==> src/dfm_pkg.sv <==
// shared constants and types for the mode-register bank and its controller
package dfm_pkg;
   // ------------------------------------------------------------
   // register map
   // ------------------------------------------------------------
   localparam logic [5:0] ADDR_TRAIN_CTRL = 6'h0d;
   localparam logic [5:0] ADDR_DQ_REF = 6'h0e;
   localparam logic [5:0] ADDR_REFRESH_RATE = 6'h04;
   // ------------------------------------------------------------
   // training control fields
   // ------------------------------------------------------------
   localparam int BIT_CMD_BUS_TRAIN = 0;
   localparam int BIT_RD_PRE_TRAIN = 1;
   localparam int BIT_REF_OUT = 2;
   localparam int BIT_REF_BOOST = 3;
   localparam int BIT_REFRESH_OPT = 4;
   localparam int BIT_DATA_MASK_DIS = 5;
   localparam int BIT_SP_WRITE_SEL = 6;
   localparam int BIT_SP_OPER_SEL = 7;
   localparam logic [7:0] TRAIN_CTRL_RESET = 8'h00;
   // ------------------------------------------------------------
   // dq reference fields
   // ------------------------------------------------------------
   localparam int BIT_DQ_RANGE = 6;
   localparam logic [5:0] DQ_REF_MAX = 6'h32;
   localparam logic [7:0] DQ_REF_RESET = 8'h40;
   localparam logic [7:0] DQ_REF_MASK = 8'h7f;
   // ------------------------------------------------------------
   // refresh-rate codes
   // ------------------------------------------------------------
   localparam logic [2:0] RATE_CODE_A = 3'h1;
   localparam logic [2:0] RATE_CODE_B = 3'h2;
   localparam logic [2:0] RATE_CODE_SUB = 3'h3;
   // ------------------------------------------------------------
   // command encoding
   // ------------------------------------------------------------
   localparam logic [3:0] READ_WAIT_MAX = 4'h4;
   typedef enum logic [1:0] {
      DFM_CMD_NOP = 2'h0,
      DFM_CMD_MRW = 2'h1,
      DFM_CMD_MRR = 2'h2
   } dfm_cmd_e;
   typedef enum logic [3:0] {
      DFM_ST_IDLE = 4'h1,
      DFM_ST_CMD = 4'h2,
      DFM_ST_WAIT = 4'h4,
      DFM_ST_DONE = 4'h8
   } dfm_state_e;
endpackage : dfm_pkg

==> src/dfm_link_if.sv <==
// command/data link between controller and mode-register bank
`timescale 1ns/1ps
interface dfm_link_if
   import dfm_pkg::*;
   (
   input wire logic clk, // command clock
   input wire logic resetn // reset, active low
);
   dfm_cmd_e cmd; // command type
   logic [5:0] ca; // command/address pins
   logic [5:0] addr; // mode-register address
   logic [7:0] wdata; // write operand
   logic cke; // clock enable pin
   logic [7:0] dq_out; // data driven by the device
   logic [7:0] dq_oe_n; // device drive enables, low drives
   logic rvalid; // read data valid
   logic [7:0] dq; // resolved bus
   assign dq = dq_out & ~dq_oe_n;
   modport device (input cmd, input ca, input addr, input wdata, input cke,
      output dq_out, output dq_oe_n, output rvalid);
   modport ctrl (output cmd, output ca, output addr, output wdata, output cke,
      input dq, input rvalid);
endinterface : dfm_link_if

==> src/dfm_device.sv <==
// mode-register bank with dual set points, device end of the link
`timescale 1ns/1ps
// Operation
// - cmd-bus-training bit enters CA training
// - training with cke low mirrors CA
// - controller raises cke before clearing training
// - read-preamble bit enables preamble training
// - reference output uses active set point
// - boost bit selects fast reference mode
// - option low maps codes 1,2 to 3
// - option matters only with capability bit
// - controller follows reported refresh code; dfm_ctrl takes no action on it
// - mask-disable low keeps data masking
// - no masked write when masking disabled
// - write-select picks copy for writes
// - operate-select picks governing copy
// - control register resets to zero
// - reference codes above 0x32 reserved
// - range bit, range 1 default
// - read returns eight bits, reserved zero
// - reference access uses write-select copy
// - only operate copy used, other free
// - range persists until write or reset
// - controller always gives range with setting
module dfm_device
   import dfm_pkg::*;
   (
   input wire logic clk, // command clock
   input wire logic resetn, // reset, active low
   dfm_link_if.device link, // controller link
   input wire logic capability, // identification capability bit
   input wire logic [2:0] rate_raw, // raw refresh-rate code
   output logic cmd_train_active, // command-bus training mode
   output logic rd_pre_train, // read preamble training mode
   output logic ref_out_en, // reference output mode
   output logic ref_boost, // fast reference mode
   output logic mask_enabled, // write data masking honoured
   output logic [5:0] active_dq_ref, // active dq reference code
   output logic active_dq_range, // active dq range
   output logic reserved_code, // last written code reserved
   output logic [2:0] rate_report // reported refresh-rate code
);
   // ------------------------------------------------------------
   // storage
   // ------------------------------------------------------------
   logic [7:0] train_ctrl;
   logic [7:0] dq_ref [2];
   logic cke_s1, cke_s2, cke_s3;
   logic mirror;
   logic wsel, osel;
   assign wsel = train_ctrl[BIT_SP_WRITE_SEL];
   assign osel = train_ctrl[BIT_SP_OPER_SEL];

   // cke from pin, three-stage sampling
   always_ff @(posedge clk or negedge resetn) begin
      if (!resetn) begin
         cke_s1 <= 1'b1;
         cke_s2 <= 1'b1;
         cke_s3 <= 1'b1;
      end else begin
         cke_s1 <= link.cke;
         cke_s2 <= cke_s1;
         cke_s3 <= cke_s2;
      end
   end

   // mirror when training and cke low
   always_ff @(posedge clk or negedge resetn) begin
      if (!resetn) begin
         mirror <= 1'b0;
      end else if (cke_s2 == cke_s3) begin
         mirror <= train_ctrl[BIT_CMD_BUS_TRAIN] & ~cke_s3;
      end else if (!train_ctrl[BIT_CMD_BUS_TRAIN]) begin
         mirror <= 1'b0;
      end
   end

   // ------------------------------------------------------------
   // control register
   // ------------------------------------------------------------
   // zero after reset; write sets training
   always_ff @(posedge clk or negedge resetn) begin
      if (!resetn) begin
         train_ctrl <= TRAIN_CTRL_RESET;
      end else if (!mirror && link.cmd == DFM_CMD_MRW && link.addr == ADDR_TRAIN_CTRL) begin
         train_ctrl <= link.wdata;
      end
   end

   // ------------------------------------------------------------
   // dq reference copies
   // ------------------------------------------------------------
   // writes reach the write-select copy; held until rewritten
   always_ff @(posedge clk or negedge resetn) begin
      if (!resetn) begin
         dq_ref[0] <= DQ_REF_RESET;
         dq_ref[1] <= DQ_REF_RESET;
         reserved_code <= 1'b0;
      end else if (!mirror && link.cmd == DFM_CMD_MRW && link.addr == ADDR_DQ_REF) begin
         // reserved top bit stored as zero
         dq_ref[wsel] <= link.wdata & DQ_REF_MASK;
         reserved_code <= link.wdata[5:0] > DQ_REF_MAX;
      end
   end

   // ------------------------------------------------------------
   // read path and mirroring
   // ------------------------------------------------------------
   always_ff @(posedge clk or negedge resetn) begin
      if (!resetn) begin
         link.dq_out <= 8'h00;
         link.dq_oe_n <= 8'hff;
         link.rvalid <= 1'b0;
      end else if (mirror) begin
         // ca pins onto dq, commands ignored
         link.dq_out <= {2'b00, link.ca};
         link.dq_oe_n <= 8'h00;
         link.rvalid <= 1'b0;
      end else if (link.cmd == DFM_CMD_MRR && link.addr == ADDR_DQ_REF) begin
         link.dq_out <= dq_ref[wsel];
         link.dq_oe_n <= 8'h00;
         link.rvalid <= 1'b1;
      end else if (link.cmd == DFM_CMD_MRR && link.addr == ADDR_REFRESH_RATE) begin
         link.dq_out <= {5'h00, rate_report};
         link.dq_oe_n <= 8'h00;
         link.rvalid <= 1'b1;
      end else begin
         link.dq_out <= 8'h00;
         link.dq_oe_n <= 8'hff;
         link.rvalid <= 1'b0;
      end
   end

   // ------------------------------------------------------------
   // mode outputs
   // ------------------------------------------------------------
   // training mode flag
   assign cmd_train_active = train_ctrl[BIT_CMD_BUS_TRAIN];
   assign rd_pre_train = train_ctrl[BIT_RD_PRE_TRAIN];
   assign ref_out_en = train_ctrl[BIT_REF_OUT];
   assign ref_boost = train_ctrl[BIT_REF_BOOST];
   assign mask_enabled = ~train_ctrl[BIT_DATA_MASK_DIS];
   assign active_dq_ref = dq_ref[osel][5:0];
   assign active_dq_range = dq_ref[osel][BIT_DQ_RANGE];

   always_comb begin
      rate_report = rate_raw;
      if (capability && !train_ctrl[BIT_REFRESH_OPT] &&
          (rate_raw == RATE_CODE_A || rate_raw == RATE_CODE_B)) begin
         rate_report = RATE_CODE_SUB;
      end
   end
endmodule : dfm_device

==> src/flat_wrapper.sv <==
// flat-port wrapper written by rule: the top's interface ports become plain ports
module dfm_device_flat import dfm_pkg::*;
  (clk, resetn, capability, rate_raw, cmd_train_active, rd_pre_train, ref_out_en, ref_boost, mask_enabled, active_dq_ref, active_dq_range, reserved_code, rate_report, link_cmd, link_ca, link_addr, link_wdata, link_cke, link_dq_out, link_dq_oe_n, link_rvalid);
  dfm_link_if link_i (.clk(clk), .resetn(resetn));
  input wire logic clk;
  input wire logic resetn;
  input wire logic capability;
  input wire logic [2:0] rate_raw;
  output logic cmd_train_active;
  output logic rd_pre_train;
  output logic ref_out_en;
  output logic ref_boost;
  output logic mask_enabled;
  output logic [5:0] active_dq_ref;
  output logic active_dq_range;
  output logic reserved_code;
  output logic [2:0] rate_report;
  input wire logic [$bits(link_i.cmd)-1:0] link_cmd;
  input wire logic [$bits(link_i.ca)-1:0] link_ca;
  input wire logic [$bits(link_i.addr)-1:0] link_addr;
  input wire logic [$bits(link_i.wdata)-1:0] link_wdata;
  input wire logic [$bits(link_i.cke)-1:0] link_cke;
  output wire logic [$bits(link_i.dq_out)-1:0] link_dq_out;
  output wire logic [$bits(link_i.dq_oe_n)-1:0] link_dq_oe_n;
  output wire logic [$bits(link_i.rvalid)-1:0] link_rvalid;
  assign link_i.cmd = link_cmd;
  assign link_i.ca = link_ca;
  assign link_i.addr = link_addr;
  assign link_i.wdata = link_wdata;
  assign link_i.cke = link_cke;
  assign link_dq_out = link_i.dq_out;
  assign link_dq_oe_n = link_i.dq_oe_n;
  assign link_rvalid = link_i.rvalid;
  dfm_device u_core (.clk(clk), .resetn(resetn), .link(link_i), .capability(capability), .rate_raw(rate_raw), .cmd_train_active(cmd_train_active), .rd_pre_train(rd_pre_train), .ref_out_en(ref_out_en), .ref_boost(ref_boost), .mask_enabled(mask_enabled), .active_dq_ref(active_dq_ref), .active_dq_range(active_dq_range), .reserved_code(reserved_code), .rate_report(rate_report));
endmodule
==> config.mk <==
export PLATFORM = sky130hd
export DESIGN_NAME = dfm_device_flat
export DESIGN_NICKNAME = d
export VERILOG_FILES = /design/src/dfm_pkg.sv /design/src/dfm_link_if.sv /design/src/dfm_device.sv /design/src/flat_wrapper.sv
export SDC_FILE = /design/constraint.sdc
export NUM_CORES = 1
export LEC_CHECK = 0
export CAP_MARGIN = 40
export CORE_MARGIN = 5
export CORE_UTILIZATION = 34
export CTS_CLUSTER_SIZE = 40
export DETAILED_ROUTE_END_ITERATION = 12
export DONT_BUFFER_PORTS = 1
export GPL_TIMING_DRIVEN = 0
export PLACE_DENSITY = 0.56
export SETUP_SLACK_MARGIN = 0.5
export SYNTH_ARGS = -nofsm -noshare
export SYNTH_HDL_FRONTEND = slang
export SYNTH_SLANG_ARGS = --single-unit
==> constraint.sdc <==
create_clock -name clk -period 3.9 [get_ports clk]
set_clock_uncertainty 0.1 [all_clocks]
set_input_delay 0.39 -clock clk [delete_from_list [all_inputs] [get_ports clk]]
set_output_delay 0.39 -clock clk [all_outputs]
set_load 0.005 [all_outputs]
==> results.md, run 1 <==
Clock tree:
- After clock tree synthesis, the setup repair step added 0 buffers.
- Clock-pin slew was measured on the worst setup and hold paths at 80 ps.
- The number of gates resized after CTS was 0.
- CTS placed an instance of sky130_fd_sc_hd__clkbuf_8 at the clock tree root.
- The clock reaches the later pin of the worst-skew pair after about 280 ps.
- The clock tree synthesis step divided the H-tree into 2 levels.
- The number of clock buffers added by TritonCTS is 5.
- The TritonCTS clock tree is done.
- The number of buffers on the longest clock path is 2.
- Counting every sink on the clock net gives 36.

Floorplanning:
- The floorplan step defined a core boundary enclosing between 4000 and 5000 µm².
- The height of the die is 80.6 µm.
- The floorplan has 25 rows.
- From left edge to right edge, the die measures 80.6 µm.
- Once the floorplan was initialized, standard cells occupied 35.4% of the core.
- The area enclosed by the die boundary is about 6500 µm².
- In this run the count of I/O pins placed on the die edge is 62.

Drt:
- The detail route stage leaves a number of antenna-violating nets equal to 0.
- The via-per-instance ratio is 4.96.
- The post-route DRC violation count is 0.
- The final route contains 1042 vias.
- The count of TritonRoute iterations in the first routing pass is 2.
- The violation count after the first detailed-routing iteration is 29.
- After detailed routing, the average wire length per cell comes to around 18 µm.
- Wires add up to approximately 3800 µm.

Setup path:
- The type of the setup path with the least slack is register to register.
- The largest driver fanout on the critical path is 10.
- Walking the worst path, the cells encountered are buf_2 > nor3b_1 > nand4b_1 > mux2_2.
- The library cell contributing the largest single delay on the critical path is sky130_fd_sc_hd__nand4b_1.
- The maximum cell stage delay along the critical path is 490 ps.
- The worst path required time is 3960 ps.
- The worst setup path is captured at a register.
- Data on the critical path arrives at its endpoint at a little over 2000 ps.
- The worst setup path is launched from a register.

Logic synthesis:
- The post-synthesis net count is roughly 160.
- The register area share after synthesis is about 54%.
- The count of cell types in the netlist is 31.
- The mean post-synth cell area is 12.8 µm².
- After synthesis, the share of cell area in mux cells is 24.1%.
- The cell area after technology mapping is 1690 µm².
- By area, the combinational part of the netlist is dominated by multiplexers.
- During synthesis, Yosys emitted a total of 0 warnings.
- The fraction of synthesized cell area in xor and xnor cells is less than 1%.
- The top-area cell type share of the netlist area is between 40% and 50%.
- After Yosys synthesis, full adders, half adders and majority gates account for 0% of the synthesized area.
- The number of storage elements in the synthesis netlist is 36.
- The post-synthesis simple-gate area fraction is around 11%.
- The biggest area contributor in the post-synthesis netlist is sky130_fd_sc_hd__dfrtp_1.
- The share of the synthesized area in compound gates (AO/OA/AOI/OAI) is under 10%.
- In the synthesized netlist, the number of instances is approximately 130.
- By area the synthesized netlist is led by sky130_fd_sc_hd__dfrtp_1, sky130_fd_sc_hd__mux2_2, sky130_fd_sc_hd__dfstp_2, sky130_fd_sc_hd__mux2i_1, sky130_fd_sc_hd__buf_4.

Flow run:
- Across the run, the number of max-cap violations was 0.

STA:
- The worst pin sits at a relative slew slack of approximately three fifths.
- The slew at the pin closest to its max-slew limit is 594 ps.
- The maximum achievable frequency is 0.501 GHz.
- Setup repair after global routing left no endpoint under its margin.
- Setup violations remaining at the end of the flow were counted as 0.
- Once routing completed, OpenROAD measured the worst setup slack at roughly 1900 ps.
- The count of final hold-check violations came to 0.
- The share of the clock period used by the worst path after layout is 51.1%.
- Counting I/O delays and the setup requirement, the final critical path takes 1990 ps.
- The setup TNS is 0 ps.
- The number of pins with negative max-slew slack in the final report is 0.

Hold path:
- The classification of the worst-slack hold path is input pin to register.

Global route:
- Global routing finished with a remaining overflow of 0.
- The number of antenna violations at the first check in global routing came to 0.
- The number of global-route vias before repair is ~1100.
- Entering global routing, the biggest net connects 37 pins.
- In the global route stage, overall resource usage came out at 12.3%.
- The first global-routing pass estimated ~5900 µm of wire.

Place:
- The HPWL reported at the end of detailed placement is 2920 µm.
- The placer congestion estimate is around 0.72.
- The worst setup timing slack at the placement stage is 1850 ps.
- After detailed placement, the design holds a cell count of roughly 200.
- The number of buffers added on ports is 0.

Cells and area:
- The number of antenna cells inserted is 0.
- The share of cells above drive strength 1 is 40.6%.
- Relative to the synthesized area, the layout overhead comes to 13.9%.
- The final layout contains 171 nets.
- The filler cells instantiated in the layout total 458.
- The finished layout holds 210 standard cells, fillers aside.

Power:
- The design draws 0.000799 W.
- The maximum resistive drop on vdd is 202 µV.
- For this design the static power due to leakage is ~0.86 nW.
- The total power per unit cell area is 414 nW/µm².

Run status:
- The flow ran to the end, and the final reports show no timing, DRC or antenna violations.
==> cells in the final DEF (no fill, tap or decap) <==
master / netlist / routed
sky130_fd_sc_hd__mux2_2: 30 / 30
sky130_fd_sc_hd__dfrtp_1: 30 / 30
sky130_fd_sc_hd__nand2_1: 8 / 8
sky130_fd_sc_hd__buf_4: 8 / 8
sky130_fd_sc_hd__mux2i_1: 7 / 7
sky130_fd_sc_hd__dfstp_2: 6 / 6
sky130_fd_sc_hd__inv_1: 5 / 5
sky130_fd_sc_hd__clkbuf_8: 0 / 5
sky130_fd_sc_hd__nor2_1: 4 / 4
sky130_fd_sc_hd__nor3b_1: 3 / 3
sky130_fd_sc_hd__a21oi_1: 3 / 3
sky130_fd_sc_hd__o221ai_1: 3 / 3
sky130_fd_sc_hd__o21ai_0: 3 / 3
sky130_fd_sc_hd__nor2b_1: 2 / 2
sky130_fd_sc_hd__nand3_1: 2 / 2
sky130_fd_sc_hd__clkbuf_1: 2 / 2
sky130_fd_sc_hd__dlygate4sd3_1: 0 / 2
sky130_fd_sc_hd__buf_6: 1 / 1
sky130_fd_sc_hd__buf_2: 1 / 1
sky130_fd_sc_hd__and4bb_2: 1 / 1
sky130_fd_sc_hd__nor4b_1: 1 / 1
sky130_fd_sc_hd__xnor2_1: 1 / 1
sky130_fd_sc_hd__and3_1: 1 / 1
sky130_fd_sc_hd__a41oi_1: 1 / 1
sky130_fd_sc_hd__nand4bb_2: 1 / 1
sky130_fd_sc_hd__nand2b_1: 1 / 1
sky130_fd_sc_hd__or3b_1: 1 / 1
sky130_fd_sc_hd__nor4_4: 1 / 1
sky130_fd_sc_hd__nand4b_1: 1 / 1
sky130_fd_sc_hd__a211oi_1: 1 / 1
sky130_fd_sc_hd__nor3_1: 1 / 1
sky130_fd_sc_hd__nand4_1: 1 / 1
sky130_fd_sc_hd__conb_1: 1 / 1
sky130_fd_sc_hd__clkinv_2: 0 / 1
sky130_fd_sc_hd__clkinvlp_4: 0 / 1
sky130_fd_sc_hd__bufinv_16: 0 / 1
sky130_fd_sc_hd__buf_12: 0 / 1
==> critical path, delay by kind of cell, from the launching register on <==
| family | cells | cell delay (ps) |
|---|---|---|
| and+or+nand+nor | 2 | 780 |
| muxes | 1 | 440 |
| DFF | 1 | 370 |
| buffers and inverters | 1 | 180 |
==> Yosys cell counts <==
library cell / n
sky130_fd_sc_hd__a211oi_1: 1
sky130_fd_sc_hd__a21oi_1: 3
sky130_fd_sc_hd__a41oi_1: 1
sky130_fd_sc_hd__and3_1: 1
sky130_fd_sc_hd__and4bb_2: 1
sky130_fd_sc_hd__buf_2: 1
sky130_fd_sc_hd__buf_4: 8
sky130_fd_sc_hd__buf_6: 1
sky130_fd_sc_hd__clkbuf_1: 2
sky130_fd_sc_hd__conb_1: 1
sky130_fd_sc_hd__dfrtp_1: 30
sky130_fd_sc_hd__dfstp_2: 6
sky130_fd_sc_hd__inv_1: 5
sky130_fd_sc_hd__mux2_2: 30
sky130_fd_sc_hd__mux2i_1: 7
sky130_fd_sc_hd__nand2_1: 8
sky130_fd_sc_hd__nand2b_1: 1
sky130_fd_sc_hd__nand3_1: 2
sky130_fd_sc_hd__nand4_1: 1
sky130_fd_sc_hd__nand4b_1: 1
sky130_fd_sc_hd__nand4bb_2: 1
sky130_fd_sc_hd__nor2_1: 4
sky130_fd_sc_hd__nor2b_1: 2
sky130_fd_sc_hd__nor3_1: 1
sky130_fd_sc_hd__nor3b_1: 3
sky130_fd_sc_hd__nor4_4: 1
sky130_fd_sc_hd__nor4b_1: 1
sky130_fd_sc_hd__o21ai_0: 3
sky130_fd_sc_hd__o221ai_1: 3
sky130_fd_sc_hd__or3b_1: 1
sky130_fd_sc_hd__xnor2_1: 1
==> sequential cells by signal (all words and copies together), names as in the netlist <==
register / count
u_core.cke_s1: 1
u_core.cke_s2: 1
u_core.cke_s3: 1
u_core.dq_ref: 14
u_core.link.dq_oe_n: 1
u_core.link.dq_out: 7
u_core.link.rvalid: 1
u_core.mirror: 1
u_core.reserved_code: 1
u_core.train_ctrl: 8
==> worst paths after layout <==
path,end,slack [ps],start,cells after the start
max reg2reg,u_core.train_ctrl[4]$_DFFE_PN0P_,1910,u_core.mirror$_DFFE_PN0P_,4
max in group asynchronous,u_core.link.dq_oe_n[6]$_DFF_PN1_,3000,resetn,2
min in group asynchronous,u_core.train_ctrl[3]$_DFFE_PN0P_,450,resetn,2
max,u_core.train_ctrl[4]$_DFFE_PN0P_,1910,u_core.mirror$_DFFE_PN0P_,4
min reg2reg,u_core.cke_s2$_DFF_PN1_,260,u_core.cke_s1$_DFF_PN1_,0
min,u_core.link.dq_oe_n[6]$_DFF_PN1_,110,link_cmd[1],1
==> report_power, final <==
group / internal (W) / switching (W) / leakage (nW) / total (W)
combinational: 0.0000364 / 0.0000347 / 0.330 / 0.0000711
clock: 0.000189 / 0.000135 / 0.0541 / 0.000325
sequential: 0.000392 / 0.0000114 / 0.476 / 0.000404
total: 0.000618 / 0.000182 / 0.861 / 0.000799
==> routing by layer <==
layer	vias up	GRT usage (%)	part of all wire, %
met5	-	0	0
met4	0	4.05	0.63
met3	2	5.83	11
met2	42	19.7	49
met1	519	14.6	40
li1	479	-	-
==> logic make-up after synthesis <==
group | Yosys count
multiplexers | 37
flip-flops | 36
AND/OR/NAND/NOR | 29
buffers and inverters | 17
AO/OA/AOI/OAI | 11
XOR/XNOR | 1
other | 1
==> metrics by stage <==
| step | utilization [%] | hold WS, ps | area, µm² |
|---|---|---|---|
| 2_1_floorplan | - | -5.59 | 1690 |
| 3_3_place_gp | 37.2 | -4.41 | 1780 |
| 3_5_place_dp | 37.2 | -4.59 | 1780 |
| 4_1_cts | 40.3 | 98.5 | 1930 |
| 5_1_grt | 40.3 | 112 | 1930 |
| 6_report | 40.3 | 105 | 1930 |
==> layout make-up <==
cell class,count,area (µm²),area share [%]
multi-input combinational,79,683,35.4
sequential,36,908,47.1
timing repair buffer,3,40.0,2.08
clock buffer,5,68.8,3.57
buffer,12,83.8,4.35
inverter,5,18.8,0.973
tap,67,83.8,4.35
clock inverter,3,42.5,2.20
==> timing repair <==
item,4_1_cts,5_1_grt
hold endpoints to repair,37,0
endpoints found under the setup margin,0,0
hold buffers,3,0
(Power assumes the default switching activity.)
==> run 2, diff against run 1 <==
--- a/config.mk
+++ b/config.mk
@@ -12,7 +12,7 @@
 export DETAILED_ROUTE_END_ITERATION = 12
 export DONT_BUFFER_PORTS = 1
 export GPL_TIMING_DRIVEN = 0
-export PLACE_DENSITY = 0.56
+export PLACE_DENSITY = 0.58
 export SETUP_SLACK_MARGIN = 0.5
 export SYNTH_ARGS = -nofsm -noshare
 export SYNTH_HDL_FRONTEND = slang
==> constraint.sdc (replaced) <==
create_clock -name clk -period 1.7 [get_ports clk]
set_clock_uncertainty 0.1 [all_clocks]
set_input_delay 0.17 -clock clk [delete_from_list [all_inputs] [get_ports clk]]
set_output_delay 0.17 -clock clk [all_outputs]
set_load 0.005 [all_outputs]
==> run 2 against run 1 <==
Sequential cell count did not move; sequential power is 130% higher; routed wire length is 10% higher; hold slack worse by 55 ps; non-clock buffer count grew 24; clock power rose by 83%; utilization up 7.3 points; first-iteration DRC count is 55% higher; die area did not move.
==> results.md, run 2 (same netlist as run 1, synthesis figures left out) <==
Cells and area:
- The largest registers in the layout are u_core.dq_ref (14), u_core.train_ctrl (8), u_core.link.dq_out (7).
- More flip-flops sit in one register than any other, and that register is u_core.dq_ref.
- The library cells used most frequently in the layout, excluding fill and tap cells, are sky130_fd_sc_hd__dfrtp_1, sky130_fd_sc_hd__mux2_2, sky130_fd_sc_hd__dlygate4sd3_1.
- At the end of the flow, the number of nets in the layout was 195.
- The share of cells above drive strength 1 is 44.9%.
- The number of inserted filler cells in the final layout is 450.
- The register with the most flip-flops in the layout has 14 of them.
- The cell area after layout is between 2000 and 2500 µm².
- The repair_antennas step left the layout with diodes totalling 0.
- The library cell used most frequently in the layout, excluding fill and tap cells, is sky130_fd_sc_hd__dfrtp_1.
- The signed area change from the synthesized netlist to the final layout is 34.5%.

Floorplanning:
- The area enclosed by the die boundary is 6490 µm².
- In this run the count of I/O pins placed on the die edge is 62.
- The starting density of the core is 35.4%.
- The number of standard-cell rows in the floorplan is 25.
- The height of the die is 80.6 µm.
- The die is 80.6 µm wide.
- The area inside the core boundary is 4790 µm².

Drt:
- Across all layers, the routed design uses 1160 vias.
- The via-per-instance ratio is 4.96.
- The wire length reported by the detailed router is 4230 µm.
- In this run the remaining antenna-violating nets after routing total 0.
- The count of TritonRoute iterations in the first routing pass is 4.
- The routed length per instance is ~18 µm.
- The violation count after the first detailed-routing iteration is 45.
- In the routed design, unresolved DRC markers number 0.

Setup path:
- Data arrives at the worst endpoint at about 1800 ps.
- Along the worst path, the maximum fanout reaches 7.
- The type of element launching the critical path is a register.
- The maximum cell stage delay along the critical path is 390 ps.
- The worst path required time is between 1500 and 2000 ps.
- Counting both buffers and inverters, the worst setup path holds a total of 1.
- Traced cell by cell, the critical path runs through or3b_4 > nor4_4 > buf_6 > mux2_2.
- Grouping stages by cell kind, the critical path spends the most delay in simple AND/OR/NAND/NOR gates.
- The critical path is of the register to register type.
- For this design, the slowest cell found on the critical path is sky130_fd_sc_hd__dfrtp_1.
- The endpoint type of the worst setup path is a register.

STA:
- Across all setup checks in the final design, the least slack found is 25.2 ps.
- The count of final hold-check violations is 0.
- The number of setup violations in the final report is 0.
- Measured against its own limit, the worst slew margin works out to roughly three fifths.
- The share of the clock period used by the worst path after layout is 98.5%.
- Setup repair after global routing could not meet its margin everywhere.
- The routed design could run at a clock period as short as around 1700 ps.
- Based on the critical path, the design can be clocked at up to 0.597 GHz.
- Hold is met by 50.4 ps.
- The slew at the pin closest to its max-slew limit is 610 ps.
- The number of pins with negative max-slew slack in the final report is 0.

Global route:
- The first global-routing pass estimated 6570 µm of wire.
- The pin count of the biggest net entering global routing is 37.
- The number of antenna violations at the first check in global routing came to 0.
- The number of global-route vias before repair is 1295.
- The overall routing resource usage is 13.6%.
- After global routing the overflow that remains totals 0.

Clock tree:
- Clock-pin slew was measured on the worst setup and hold paths at ~70 ps.
- The root buffer cell chosen for the clock tree is sky130_fd_sc_hd__clkbuf_8.
- The H-tree generated during clock tree synthesis spans 2 levels.
- The tree built by TritonCTS fans out to 36 sinks.
- The total CTS buffers is 5.
- The clock network latency to the later pin of the worst-skew pair is 280 ps.
- The number of buffers on the longest clock path is 2.
- The TritonCTS clock tree is done.

Power:
- The switching part of the total is 24.5%.
- The proportion of power drawn by the clock network is between 30% and 40%.
- The worst-case IR drop observed on VDD is between 400 and 500 µV.
- Summed over all nets, the switching power comes to 0.000434 W.
- The combinational power share is 13.9%.
- The total power per unit cell area is ~800 nW/µm².
- The proportion of power drawn by flip-flops and latches is 52.5%.
- In this run the static leakage power is 1.00 nW.
- The cell internal power dissipation is 0.00134 W.

Place:
- Before CTS, the worst setup slack after placement is -293 ps.
- The number of buffers added on ports is 0.
- The HPWL after detailed placement is about 2900 µm.
- Summing all placed instances gives a cell area of 1800 µm².
- The congestion estimate from routability-driven global placement came to roughly 0.72.

Run status:
- The run finished with clean final reports.

Flow run:
- Across the run, the number of max-cap violations was 0.

Hold path:
- The classification of the worst-slack hold path is input pin to register.
==> run 2: worst paths after layout <==
check / cells after the start / slack [ps] / startpoint / endpoint
min in group asynchronous: 2 / 240 / resetn / u_core.train_ctrl[3]$_DFFE_PN0P_
setup / recovery: 4 / 30 / u_core.mirror$_DFFE_PN0P_ / u_core.dq_ref[13]$_DFFE_PN0P_
hold reg to reg: 0 / 260 / u_core.cke_s1$_DFF_PN1_ / u_core.cke_s2$_DFF_PN1_
setup reg to reg: 4 / 30 / u_core.mirror$_DFFE_PN0P_ / u_core.dq_ref[13]$_DFFE_PN0P_
hold / removal: 2 / 50 / link_addr[3] / u_core.link.rvalid$_DFF_PN0_
max in group asynchronous: 2 / 1000 / resetn / u_core.link.dq_oe_n[6]$_DFF_PN1_
==> run 2: metrics by stage <==
step	power, W	util [%]	setup TNS (ps)	std cells
floorplan	0.00106	-	0	132
CTS	0.00179	46.7	-357	232
detailed placement	0.00109	37.6	-4390	199
global route	0.00186	47.6	0	234
finish	0.00177	47.6	0	234
global placement	0.00108	37.6	-3580	199
==> run 2: layer usage <==
metal,vias to the layer above,global-route usage (%),part of all wire (%)
met1,576,15.8,40
li1,525,-,-
met3,10,4.37,9.0
met2,49,23.0,49
met5,-,0,0
met4,0,5.57,2.4
==> run 2: final cells by class <==
type	count	area, µm²	area share [%]
Sequential cell	36	908	39.9
Multi-Input combinational cell	79	795	34.9
Timing Repair Buffer	27	267	11.7
Buffer	12	121	5.33
Tap cell	67	83.8	3.68
Clock buffer	7	76.3	3.35
Inverter	5	18.8	0.824
Clock inverter	1	8.76	0.384
==> run 2: timing repair <==
action,in CTS,in global routing
hold buffers,19,1
setup endpoints to repair,46,48
pin swaps,8,3
setup buffers,6,1
resized for setup,25,6
endpoints found under the hold margin,68,3
==> run 2: power groups by stage <==
stage               Combinational (W)  Sequential [W]  Clock, W
detailed placement           0.000146        0.000943         0
floorplan                    0.000121        0.000935         0
global placement             0.000143        0.000941         0
global route                 0.000268        0.000935  0.000657
CTS                          0.000238        0.000929  0.000627
finish                       0.000246        0.000930  0.000594
==> run 2: worst reg2reg max path, stage by stage, from the launching register on <==
cell                      delay [ps]
sky130_fd_sc_hd__dfrtp_1         390
sky130_fd_sc_hd__or3b_4          390
sky130_fd_sc_hd__nor4_4          160
sky130_fd_sc_hd__buf_6           190
sky130_fd_sc_hd__mux2_2          340
